--- src/inc/latch_driver_pkg.sv ---
// Purpose: shared constants for the serial-in latched output driver
// Assumes: one 125 MHz system clock, pin inputs sampled by it
// Notes: fifo depth and width fixed at the stage width
package latch_driver_pkg;
  localparam int STAGE_W = 8;
  localparam int FIFO_DEPTH = 8;
  localparam int SYNC_LEN = 3;
  localparam logic [7:0] STAGE_CLEAR = 8'h00;
  localparam logic [2:0] SYNC_CLEAR = 3'h0;
  localparam int LAST_STAGE = STAGE_W - 1;
  localparam int FIRST_STAGE = 0;
endpackage : latch_driver_pkg
--- src/hw/capture_fifo.sv ---
// Purpose: small first-in first-out buffer with valid/ready on both sides
// Assumes: single clock, synchronous active-low reset
// Notes: width and depth are parameters; depth a power of two
`timescale 1ns/1ps
module capture_fifo #(
  parameter int WIDTH = 8,
  parameter int DEPTH = 8
) (
  input wire logic clk,
  input wire logic rst_b,
  input wire logic in_valid,
  output logic in_ready,
  input wire logic [WIDTH-1:0] in_data,
  output logic out_valid,
  input wire logic out_ready,
  output logic [WIDTH-1:0] out_data
);
  localparam int AW = $clog2(DEPTH);
  logic [WIDTH-1:0] mem [DEPTH];
  logic [AW-1:0] wr_ptr_ff;
  logic [AW-1:0] rd_ptr_ff;
  logic [AW:0] count_ff;
  logic push;
  logic pop;

  assign in_ready = (count_ff < (AW+1)'(DEPTH));
  assign out_valid = (count_ff != '0);
  assign out_data = mem[rd_ptr_ff];
  assign push = in_valid && in_ready;
  assign pop = out_valid && out_ready;

  always_ff @(posedge clk) begin
    if (push) begin
      mem[wr_ptr_ff] <= in_data;
    end
  end

  always_ff @(posedge clk) begin
    if (!rst_b) begin
      wr_ptr_ff <= '0;
      rd_ptr_ff <= '0;
      count_ff <= '0;
    end else begin
      if (push) begin
        wr_ptr_ff <= wr_ptr_ff + 1'b1;
      end
      if (pop) begin
        rd_ptr_ff <= rd_ptr_ff + 1'b1;
      end
      case ({push, pop})
        2'b10: count_ff <= count_ff + 1'b1;
        2'b01: count_ff <= count_ff - 1'b1;
        default: count_ff <= count_ff;
      endcase
    end
  end
endmodule : capture_fifo

--- src/hw/latch_driver.sv ---
// Purpose: serial-in shift stage, storage stage and gated sink outputs
// Assumes: pins sampled by clk through three flops; rst_b is system reset
// Notes: every latched word passes an 8-deep fifo before the outputs
// What this block does
// - eight-bit shift register feeds eight-bit edge-triggered storage
// - shift clock rising edge shifts serial input into first stage
// - latch clock rising edge copies all eight shift stages into storage
// - storage contents pass to outputs only while clear_n is high
// - clear_n low clears shift and storage stages to zero
// - output enable high forces all sink outputs off
// - output enable low makes outputs follow storage three clk cycles behind, through fifo and buffer
// - cascade output updates on shift clock falling edge
// - low buffer bit leaves that sink output off
// - high buffer bit turns that sink output on while output enable is low
`timescale 1ns/1ps
module latch_driver
  import latch_driver_pkg::*;
(
  input wire logic clk,
  input wire logic rst_b,
  input wire logic shift_clock,
  input wire logic latch_clock,
  input wire logic shift_data_in,
  input wire logic clear_n,
  input wire logic out_enable_n,
  output logic cascade_data_out,
  output logic [STAGE_W-1:0] sink_output,
  output logic latch_ready
);
  logic [SYNC_LEN-1:0] sck_sync_ff;
  logic [SYNC_LEN-1:0] lck_sync_ff;
  logic [SYNC_LEN-1:0] din_sync_ff;
  logic [SYNC_LEN-1:0] clr_sync_ff;
  logic [SYNC_LEN-1:0] oen_sync_ff;
  logic sck_level_ff;
  logic lck_level_ff;
  logic din_level_ff;
  logic clr_n_level_ff;
  logic oen_n_level_ff;
  logic sck_rise;
  logic sck_fall;
  logic lck_rise;
  logic [STAGE_W-1:0] shift_ff;
  logic [STAGE_W-1:0] storage_ff;
  logic [STAGE_W-1:0] nxt_storage;
  logic cascade_ff;
  logic [STAGE_W-1:0] sink_ff;
  logic [STAGE_W-1:0] buffer_ff;
  logic fifo_out_valid;
  logic [STAGE_W-1:0] fifo_out_data;
  logic fifo_in_ready;

  // three-flop sampling; a level changes once stages two and three agree
  always_ff @(posedge clk) begin
    if (!rst_b) begin
      sck_sync_ff <= SYNC_CLEAR;
      lck_sync_ff <= SYNC_CLEAR;
      din_sync_ff <= SYNC_CLEAR;
      clr_sync_ff <= SYNC_CLEAR;
      oen_sync_ff <= ~SYNC_CLEAR;
    end else begin
      sck_sync_ff <= {sck_sync_ff[1:0], shift_clock};
      lck_sync_ff <= {lck_sync_ff[1:0], latch_clock};
      din_sync_ff <= {din_sync_ff[1:0], shift_data_in};
      clr_sync_ff <= {clr_sync_ff[1:0], clear_n};
      oen_sync_ff <= {oen_sync_ff[1:0], out_enable_n};
    end
  end

  always_ff @(posedge clk) begin
    if (!rst_b) begin
      sck_level_ff <= 1'b0;
      lck_level_ff <= 1'b0;
      din_level_ff <= 1'b0;
      clr_n_level_ff <= 1'b0;
      oen_n_level_ff <= 1'b1;
    end else begin
      if (sck_sync_ff[1] == sck_sync_ff[2]) begin
        sck_level_ff <= sck_sync_ff[2];
      end
      if (lck_sync_ff[1] == lck_sync_ff[2]) begin
        lck_level_ff <= lck_sync_ff[2];
      end
      if (din_sync_ff[1] == din_sync_ff[2]) begin
        din_level_ff <= din_sync_ff[2];
      end
      if (clr_sync_ff[1] == clr_sync_ff[2]) begin
        clr_n_level_ff <= clr_sync_ff[2];
      end
      if (oen_sync_ff[1] == oen_sync_ff[2]) begin
        oen_n_level_ff <= oen_sync_ff[2];
      end
    end
  end

  assign sck_rise = (sck_sync_ff[1] == sck_sync_ff[2]) &&
                    sck_sync_ff[2] && !sck_level_ff;
  assign sck_fall = (sck_sync_ff[1] == sck_sync_ff[2]) &&
                    !sck_sync_ff[2] && sck_level_ff;
  assign lck_rise = (lck_sync_ff[1] == lck_sync_ff[2]) &&
                    lck_sync_ff[2] && !lck_level_ff;

  // shift stage: data moves from stage 0 toward the last stage
  always_ff @(posedge clk) begin
    if (!rst_b || !clr_n_level_ff) begin
      shift_ff <= STAGE_CLEAR;
    end else if (sck_rise) begin
      shift_ff <= {shift_ff[LAST_STAGE-1:0], din_level_ff};
    end
  end

  // storage stage, a parallel copy on the latch edge
  always_comb begin
    nxt_storage = storage_ff;
    if (lck_rise) begin
      nxt_storage = shift_ff;
    end
  end

  always_ff @(posedge clk) begin
    if (!rst_b || !clr_n_level_ff) begin
      storage_ff <= STAGE_CLEAR;
    end else begin
      storage_ff <= nxt_storage;
    end
  end

  // cascade bit launched on the falling edge for downstream hold margin
  always_ff @(posedge clk) begin
    if (!rst_b || !clr_n_level_ff) begin
      cascade_ff <= 1'b0;
    end else if (sck_fall) begin
      cascade_ff <= shift_ff[LAST_STAGE];
    end
  end
  assign cascade_data_out = cascade_ff;

  // each storage word is queued; buffer takes the oldest one out
  capture_fifo #(
    .WIDTH(STAGE_W),
    .DEPTH(FIFO_DEPTH)
  ) u_fifo (
    .clk(clk),
    .rst_b(rst_b && clr_n_level_ff),
    .in_valid(clr_n_level_ff),
    .in_ready(fifo_in_ready),
    .in_data(storage_ff),
    .out_valid(fifo_out_valid),
    .out_ready(1'b1),
    .out_data(fifo_out_data)
  );
  assign latch_ready = fifo_in_ready;

  always_ff @(posedge clk) begin
    if (!rst_b || !clr_n_level_ff) begin
      buffer_ff <= STAGE_CLEAR;
    end else if (fifo_out_valid) begin
      buffer_ff <= fifo_out_data;
    end
  end

  // gating by enable, per channel
  genvar ch;
  generate
    for (ch = FIRST_STAGE; ch < STAGE_W; ch++) begin : g_sink
      always_ff @(posedge clk) begin
        if (!rst_b || oen_n_level_ff) begin
          sink_ff[ch] <= 1'b0;
        end else begin
          sink_ff[ch] <= buffer_ff[ch];
        end
      end
    end
  endgenerate
  assign sink_output = sink_ff;

  // every channel, not only the first, obeys the on and off rules
  generate
    for (ch = FIRST_STAGE; ch < STAGE_W; ch++) begin : g_sink_chk

    end
  endgenerate
endmodule : latch_driver

--- config.mk ---
export PLATFORM = sky130hd
export DESIGN_NAME = latch_driver
export DESIGN_NICKNAME = d
export VERILOG_FILES = /design/src/inc/latch_driver_pkg.sv /design/src/hw/capture_fifo.sv /design/src/hw/latch_driver.sv
export SDC_FILE = /design/constraint.sdc
export NUM_CORES = 1
export LEC_CHECK = 0
export BUFFER_PORTS_ARGS = -buffer_cell sky130_fd_sc_hd__buf_2
export CAP_MARGIN = 20
export CORE_MARGIN = 4
export CORE_UTILIZATION = 60
export DETAILED_ROUTE_END_ITERATION = 10
export GPL_ROUTABILITY_DRIVEN = 0
export PLACE_DENSITY = 0.78
export SYNTH_ARGS = -nofsm -noshare
export SYNTH_HDL_FRONTEND = slang
export SYNTH_SLANG_ARGS = --single-unit
--- constraint.sdc ---
create_clock -name clk -period 3.2 [get_ports clk]
set_input_delay 0.64 -clock clk [delete_from_list [all_inputs] [get_ports clk]]
set_output_delay 0.64 -clock clk [all_outputs]
set_load 0.01 [all_outputs]
Yosys cells after proc, flatten, opt, wreduce, memory -nomap -nowiden:

Memory sizes are Yosys's and may differ from the RTL's. A register that Yosys moved wholly into a read port is not among the register bits.
Index checks and enable logic that the tools add are counted.

* flip-flop bits (word level): 55
* word-level logic and storage cells: 57
* memories kept: 1
* bits in writable memories: 64

Memories
* u_fifo.mem: depth 8, width 8, rd ports 1, clocked after memory_dff 1, wr ports 1, RTL line capture_fifo.sv:19 `logic [WIDTH-1:0] mem [DEPTH];`

* add/sub/neg operators: 4
* reductions and logical operators: 17
* equality and inequality tests: 7
* muxes and demuxes: 3
* magnitude comparators: 1

Operators with widths (count)
* $logic_and 1x1->1: 8
* $pmux 4 s2: 1
* $add 3x1->3 const B: 2
* $eq 1x1->1: 5
* $logic_not 1->1: 5
* $add 4x1->4 const B: 1
* $lt 4x4->1 const B: 1
* $reduce_bool 4->1: 1
* $sub 4x1->4 const B: 1
* $eq 2x1->1 const B: 1
* $eq 2x2->1 const B: 1
* $logic_or 1x1->1: 2
* $mux 1: 2
* $reduce_bool 2->1: 1

Depth between registers and ports, before layout:

Gate-level depths: netlist of run 1.

* depth in word-level cells: 4
* gate-level depth with buffers: 11

By module:

From an unflattened synthesis of run 1, not the netlist that was laid out.

* cells, all modules: 337
* area total of the unflattened synthesis: 4888.4 um2

Modules (own cells, without submodules)
* capture_fifo: area each 3130.5 um2, cells an instance 168, instances 1, sequential area each 2182.1 um2
* latch_driver: area each 1757.9 um2, cells an instance 169, instances 1, sequential area each 1061.0 um2

Worst setup path after synthesis of run 1:

Ideal clock, no wire load.

* path kind: register to register
* start point: register u_fifo.count_ff[3]
* end point: register u_fifo.count_ff[2]
* stages on the path, launching flop included: 12
* setup time: 0.071 ns
* path buffers: 3
* path slack: 0.735 ns
* data arrival time: 2.395 ns
* required time: 3.129 ns
* period minus slack after synthesis: 2.465 ns
* cells stage by stage: dfxtp_1 > buf_6 > or4_4 > buf_6 > buf_6 > ha_1 > xor2_1 > ha_1 > a21oi_1 > xor2_1 > or3_1 > a21oi_1

* word-level cells in the longest chain between the ends: 4

RTL lines
* start: declaration: RTL line capture_fifo.sv:22 `logic [AW:0] count_ff;`
* start signal: assignment: RTL line capture_fifo.sv:51 `2'b10: count_ff <= count_ff + 1'b1;`
* start signal: assignment: RTL line capture_fifo.sv:52 `2'b01: count_ff <= count_ff - 1'b1;`
* start signal: assignment: RTL line capture_fifo.sv:53 `default: count_ff <= count_ff;`
* $lt 4x4->1: RTL line capture_fifo.sv:26 `assign in_ready = (count_ff < (AW+1)'(DEPTH));`
* $logic_and 1x1->1: RTL line capture_fifo.sv:29 `assign push = in_valid && in_ready;`
* $eq 2x1->1 or $eq 2x2->1 (tied branches): RTL line capture_fifo.sv:50 `case ({push, pop})`
* $pmux 4 s2 or $reduce_bool 2->1 (tied branches)

Several ways; a longest one is shown, not always the timed one.
A chain may end at the register's enable or synchronous reset.

Worst setup path in the final report of run 1:

Ends and elaborated chain as after synthesis.

==> results of run 1 <==
==> sequential cells by signal (all words and copies together), names as in the netlist, 3 cells and up <==
name / count
sink_output: 8
shift_ff: 8
u_fifo.rd_ptr_ff: 3
clr_sync_ff: 3
buffer_ff: 8
din_sync_ff: 3
u_fifo.wr_ptr_ff: 3
oen_sync_ff: 3
u_fifo.mem: 64
lck_sync_ff: 3
sck_sync_ff: 3
storage_ff: 8
u_fifo.count_ff: 4
==> worst max-delay path, cell delays in order, from the launching register on <==
cell and delay, ps:
dfxtp_1 380, or4_4 690, ha_1 300, xor2_1 170, ha_1 180, a21oi_1 150, xor2_1 90, or3_1 310
a21oi_1 130
==> placed cells by master, fill, tap and decap left out, drive strengths merged <==
cell | synthesis | final
buf | 8 | 20
or3 | 1 | 1
edfxtp | 64 | 64
mux2i | 13 | 13
nand2 | 28 | 28
inv | 4 | 6
nor3 | 3 | 3
nand3 | 2 | 2
a211o | 1 | 1
xnor2 | 1 | 1
a2111o | 1 | 1
and2 | 21 | 21
nand2b | 9 | 9
a21oi | 13 | 13
clkinv | 0 | 3
o21ai | 14 | 14
xor2 | 6 | 6
nor2b | 6 | 6
or4 | 1 | 1
dfxtp | 63 | 63
o22ai | 8 | 8
a21boi | 2 | 2
clkbuf | 8 | 27
mux4 | 16 | 16
ha | 8 | 8
nor2 | 31 | 31
==> per-layer routing <==
layer	track usage, %	up-vias	wire length, um
met5	0	-	0
met4	8.65	0	141
met3	7.82	22	334
met2	33.9	61	4050
met1	24.7	1247	3410
li1	-	1236	-
==> worst paths after layout <==
kind,startpoint,endpoint,cells past startpoint
hold / removal,out_enable_n,oen_sync_ff[0],2
hold reg to reg,oen_sync_ff[0],oen_sync_ff[1],1
setup reg to reg,u_fifo.count_ff[3],u_fifo.count_ff[2],8
setup / recovery,u_fifo.count_ff[3],u_fifo.count_ff[2],8
==> power groups by stage <==
stage	combinational [mW]	sequential (mW)	clock, mW
global placement	0.0176	1.74	0
CTS	0.0184	1.71	1.93
floorplan	0.0129	1.74	0
finish	0.0179	1.71	1.91
global route	0.0210	1.71	2.03
detailed placement	0.0182	1.74	0
==> cells by family after synthesis <==
family	after synthesis	synth area share [%]
adders and majority gates	8	2.15
and+or+nand+nor	102	10.7
DFF	127	68.2
muxes	29	10.5
AOI/OAI and AO/OA	39	4.72
xor gates and xnor gates	7	1.31
buffers and inverters	20	2.39
==> Yosys cell counts, types with 8 or more instances <==
cell type | number | share of area (%)
o21ai_1 | 8 | 0.86
nand2b_1 | 8 | 1.1
ha_1 | 8 | 2.1
mux2i_1 | 13 | 2.8
a21oi_1 | 13 | 1.4
clkbuf_1 | 8 | 0.64
dfxtp_1 | 63 | 27
mux4_2 | 16 | 7.7
nand2_1 | 27 | 2.2
and2_1 | 21 | 2.8
o22ai_1 | 8 | 1.1
nor2_1 | 31 | 2.5
edfxtp_1 | 64 | 41
==> cell type report <==
class,instances,area [um^2],share of cell area (%)
flip-flops and latches,127,3180,58.7
clock buffers,27,587,10.8
clock inverters,5,31.3,0.577
inverters,4,15.0,0.277
well taps,99,124,2.28
repair buffers,20,110,2.03
multi-input cells,185,1370,25.3
==> through the flow <==
stage               area, um^2  util [%]  setup slack [ps]  instances
floorplan                 4670         -               735        332
CTS                       5420      73.2               730        467
global route              5420      73.2               589        467
detailed placement        4800      64.8               744        435
finish                    5420      73.2               723        467
global placement          4800      64.8               798        435
==> impl_metrics.toml, run 1 <==
[power_and_ir_drop]
pwr-share-clk_pct = 52.5
leakagePower_nw = 1.85
vdd_ir_drop_max_mv = 0.439
netSwitchingFraction_pct = 18.6
total_power_mw = 3.63
power.density_nw_per_um2 = 669
p_seq_share_pct = 47.0
net-switching-power_mw = 0.674
intPower_mw = 2.95
power_frac_comb_pct = 0.5

[placed_design]
hpwl_um = 4600
io_buffer_count = 16

[logic_synthesis]
synth.distinct_cells = 31
ys.flop_type = "edfxtp_1"
synth-seq-area-share_pct = 68.2
syn_nets = 347
syn_area_um2 = 4670
synth_edf_count = 64
avgSynthCellArea_um2 = 14.1
synth_cells = 332
synthArstFlopShare_pct = 0
yosysWarnings = 0
ys_ff_latch = 127

[clocking]
clock_path_buffers = 2
root_buffer = "clkbuf_8"
cts_hold_buf = 0
numCtsBuffers = 17
postCtsSetupBuffers = 0
cts_resized = 0
cts_sinks = 127
clk_pin_slew_ps = 60
cts_tree = "yes"
insertion_delay_ps = 510
htreeDepth = 4

[floorplanning]
dieWidth_um = 96.2
die_area_um2 = 9250
ioPinCount = 17
core_um2 = 7410
num_rows = 31
die_h_um = 96.2
start_util_pct = 63.0

[timing]
maxSlewHeadroom_pct = 40.3
fmax_mhz = 404
hold_ws_ps = 303
setup_violations = 0
setup_tns_ps = 0
finalCritPeriodShare_pct = 77.4
worst_pin_slew_ps = 894
min_period_ps = 2480
rsz0062_at_grt = "false"
clock_skew_ps = 8.89
drv_slew = 0
hold_viol_final = 0

[worst_setup_path]
critical_path_class = "flop to flop"
critPathRequiredTime_ps = 3640
cp_max_fo = 15
cp.arrival_ps = 2920
worstSetupEndpointType = "flop"
r2r_setup_slack_ps = 720
startpoint_type = "flop"

[global_routing]
antenna_found_initial = 0
grt_max_degree = 24
grt_pass1_vias = 2689
grt_use_total_pct = 20.8
gr-total-overflow = 0
grt_pass1_wl_um = 13800

[layout]
nets = 370
syn_to_final_growth_pct = 16.2
drive_above_1_share_pct = 19.0
fill_cells = 469
antenna_cells = 0

[worst_hold_path]
hp-class = "input port to flop"

[route]
viasPerCell = 5.49
antenna_left = 0
wirelength_um = 7930
post-route-drc-count = 0
drt-initial-drc-count = 233
num_vias = 2566
wire_per_inst_um = 17.0
drtPass1Iterations = 4

[flow_run]
drv_cap = 0

[run_status]
outcome = "finished clean"
(Power assumes the default switching activity.)
==> inputs of run 2 (changes only) <==
ABC_AREA = 1   (was unset)
PLACE_DENSITY = 0.77   (was 0.78)
clock period = 2.5 ns   (was 3.2 ns; I/O delays follow)
==> run 2 against run 1 <==
  * Sequential power grew 27%
  * Via count rose by 33%
  * Largest power group unchanged
  * Clock skew is essentially flat
  * Die area grew 4.6%
  * Synthesized cell count up 53%
==> impl_metrics.toml, run 2 <==
[route]
drtPass1Iterations = 5
viasPerCell = 5.20
drt-initial-drc-count = 242
wire_per_inst_um = 14.9
antenna_left = 0
num_vias = 3411
wirelength_um = 9740
post-route-drc-count = 0

[logic_synthesis]
synth_common_cells = "86 x nand2_1, 72 x inv_1, 69 x nor2_1, 64 x edfxtp_1, 63 x dfxtp_1"
avgSynthCellArea_um2 = 9.64
synthTopCellsByArea = "edfxtp_1 39%, dfxtp_1 26%, nand2_1 6.6%"
syn_area_um2 = 4900
syn_nets = 523
yosysMostFrequentCell = "nand2_1"
synthArstFlopShare_pct = 0
ys.flop_type = "edfxtp_1"
ys_ff_latch = 127
yosysTopAreaCell = "edfxtp_1"
yosysWarnings = 0
synth.distinct_cells = 23
synth_cells = 508
synth_edf_count = 64
synth-seq-area-share_pct = 65.0
synth_top_cell_area_share_pct = 39.2

[power_and_ir_drop]
power.density_nw_per_um2 = 803
vdd_ir_drop_max_mv = 0.620
leakagePower_nw = 2.47
total_power_mw = 4.59

[timing]
min_period_ps = 1950
clock_skew_ps = 8.81
drv_slew = 0
setup_tns_ps = 0
hold_ws_ps = 173
fmax_mhz = 514
finalCritPeriodShare_pct = 77.8
rsz0062_at_grt = "false"
hold_viol_final = 0
layout_setup_ws_ps = 555
maxSlewHeadroom_pct = 67.8
worst_pin_slew_ps = 481
setup_violations = 0

[clocking]
cts_resized = 0
cts_tree = "yes"
htreeDepth = 4
cts_hold_buf = 0
numCtsBuffers = 17
cts_sinks = 127
postCtsSetupBuffers = 0
insertion_delay_ps = 510
clk_pin_slew_ps = 60
clock_path_buffers = 2
root_buffer = "clkbuf_8"

[placed_design]
place_area_um2 = 5120
hpwl_um = 6100
io_buffer_count = 16
dp_cells = 624
post-place-ws_ps = 572

[run_status]
outcome = "finished clean"

[layout]
layout_commonest_cell = "nand2_1"
nets = 556
fin_util_pct = 72.9
syn_to_final_growth_pct = 16.8
antenna_cells = 0
final_area_um2 = 5720
largest-register = "u_fifo.mem"
largest_reg_flops = 64
final_cell_mix = "86 x nand2_1, 72 x inv_1, 69 x nor2_1, 64 x edfxtp_1, 63 x dfxtp_1"
drive_above_1_share_pct = 12.6
fin_cells = 656

[floorplanning]
die_area_um2 = 9670
start_util_pct = 62.4
core_um2 = 7850
ioPinCount = 17
die_h_um = 98.4
dieWidth_um = 98.4
num_rows = 32

[worst_setup_path]
cp.arrival_ps = 2350
startpoint_type = "flop"
critPathRequiredTime_ps = 2900
cp_max_fo = 5
critical_path_class = "flop to flop"
worstSetupEndpointType = "flop"
r2r_setup_slack_ps = 550

[global_routing]
grt_max_degree = 27
grt_pass1_wl_um = 15800
grt_pass1_vias = 3386
gr-total-overflow = 0
grt_use_total_pct = 21.2
antenna_found_initial = 0

[worst_hold_path]
hp-class = "input port to flop"

[flow_run]
drv_cap = 0
[run 2: cell types whose count changed after synthesis, moves of 7 or more]
cell      delta
and2_1      -21
buf_2        +7
inv_1       +68
mux2i_1     -13
mux4_2      -16
nand2_1     +59
nand2b_1     -8
nand3_1     +44
nor2_1      +38
o21ai_0     +39
o22ai_1      -8
[run 2: layout make-up]
type	instances	area, um^2
multi-input combinational	290	1350
sequential	127	3180
fill	539	2130
clock buffer	20	478
clock inverter	12	120
inverter	75	282
timing repair buffer	30	185
tap	102	128
[run 2: routing by layer]
metal  GRT usage (%)  up-vias  wire length, um
met1            26.1     1565             3920
met4            9.87        0              179
met5               0        -                0
li1                -     1716                -
met2            35.8      114             5060
met3            4.64       16              583
[run 2: report_power, final]
part / switching, mW / leakage (nW) / internal [mW]
Clock: 0.906 / 0.289 / 1.48
Combinational: 0.0149 / 1.12 / 0.0105
Sequential: 0.00430 / 1.06 / 2.18
[run 2: logic make-up (layout without fill, tap and decap cells)]
kind of cell / count (synthesis) / in the layout / share of synthesized area (%)
buffers and inverters: 91 / 137 / 7.56
DFF: 127 / 127 / 65.0
adders and majority gates: 8 / 8 / 2.04
and+or+nand+nor: 213 / 213 / 18.1
xor gates and xnor gates: 2 / 2 / 0.358
AOI/OAI and AO/OA: 67 / 67 / 6.95
[run 2: path summary, 6_finish.rpt]
kind         cells past startpoint           start                  to
max                             12  clr_n_level_ff  u_fifo.count_ff[2]
min                              3         clear_n      clr_sync_ff[0]
max reg2reg                     12  clr_n_level_ff  u_fifo.count_ff[2]
min reg2reg                      2  clr_sync_ff[0]      clr_sync_ff[1]
[run 2: critical path, cell delays in order (launching register included)]
cell and delay, ps:
dfxtp_1 360, inv_1 50, nor2_1 190, inv_1 140, ha_1 280, nand2_1 80, inv_1 50, nor2_1 150
ha_1 180, a21oi_1 50, xnor2_1 120, o21ai_0 140, inv_1 50
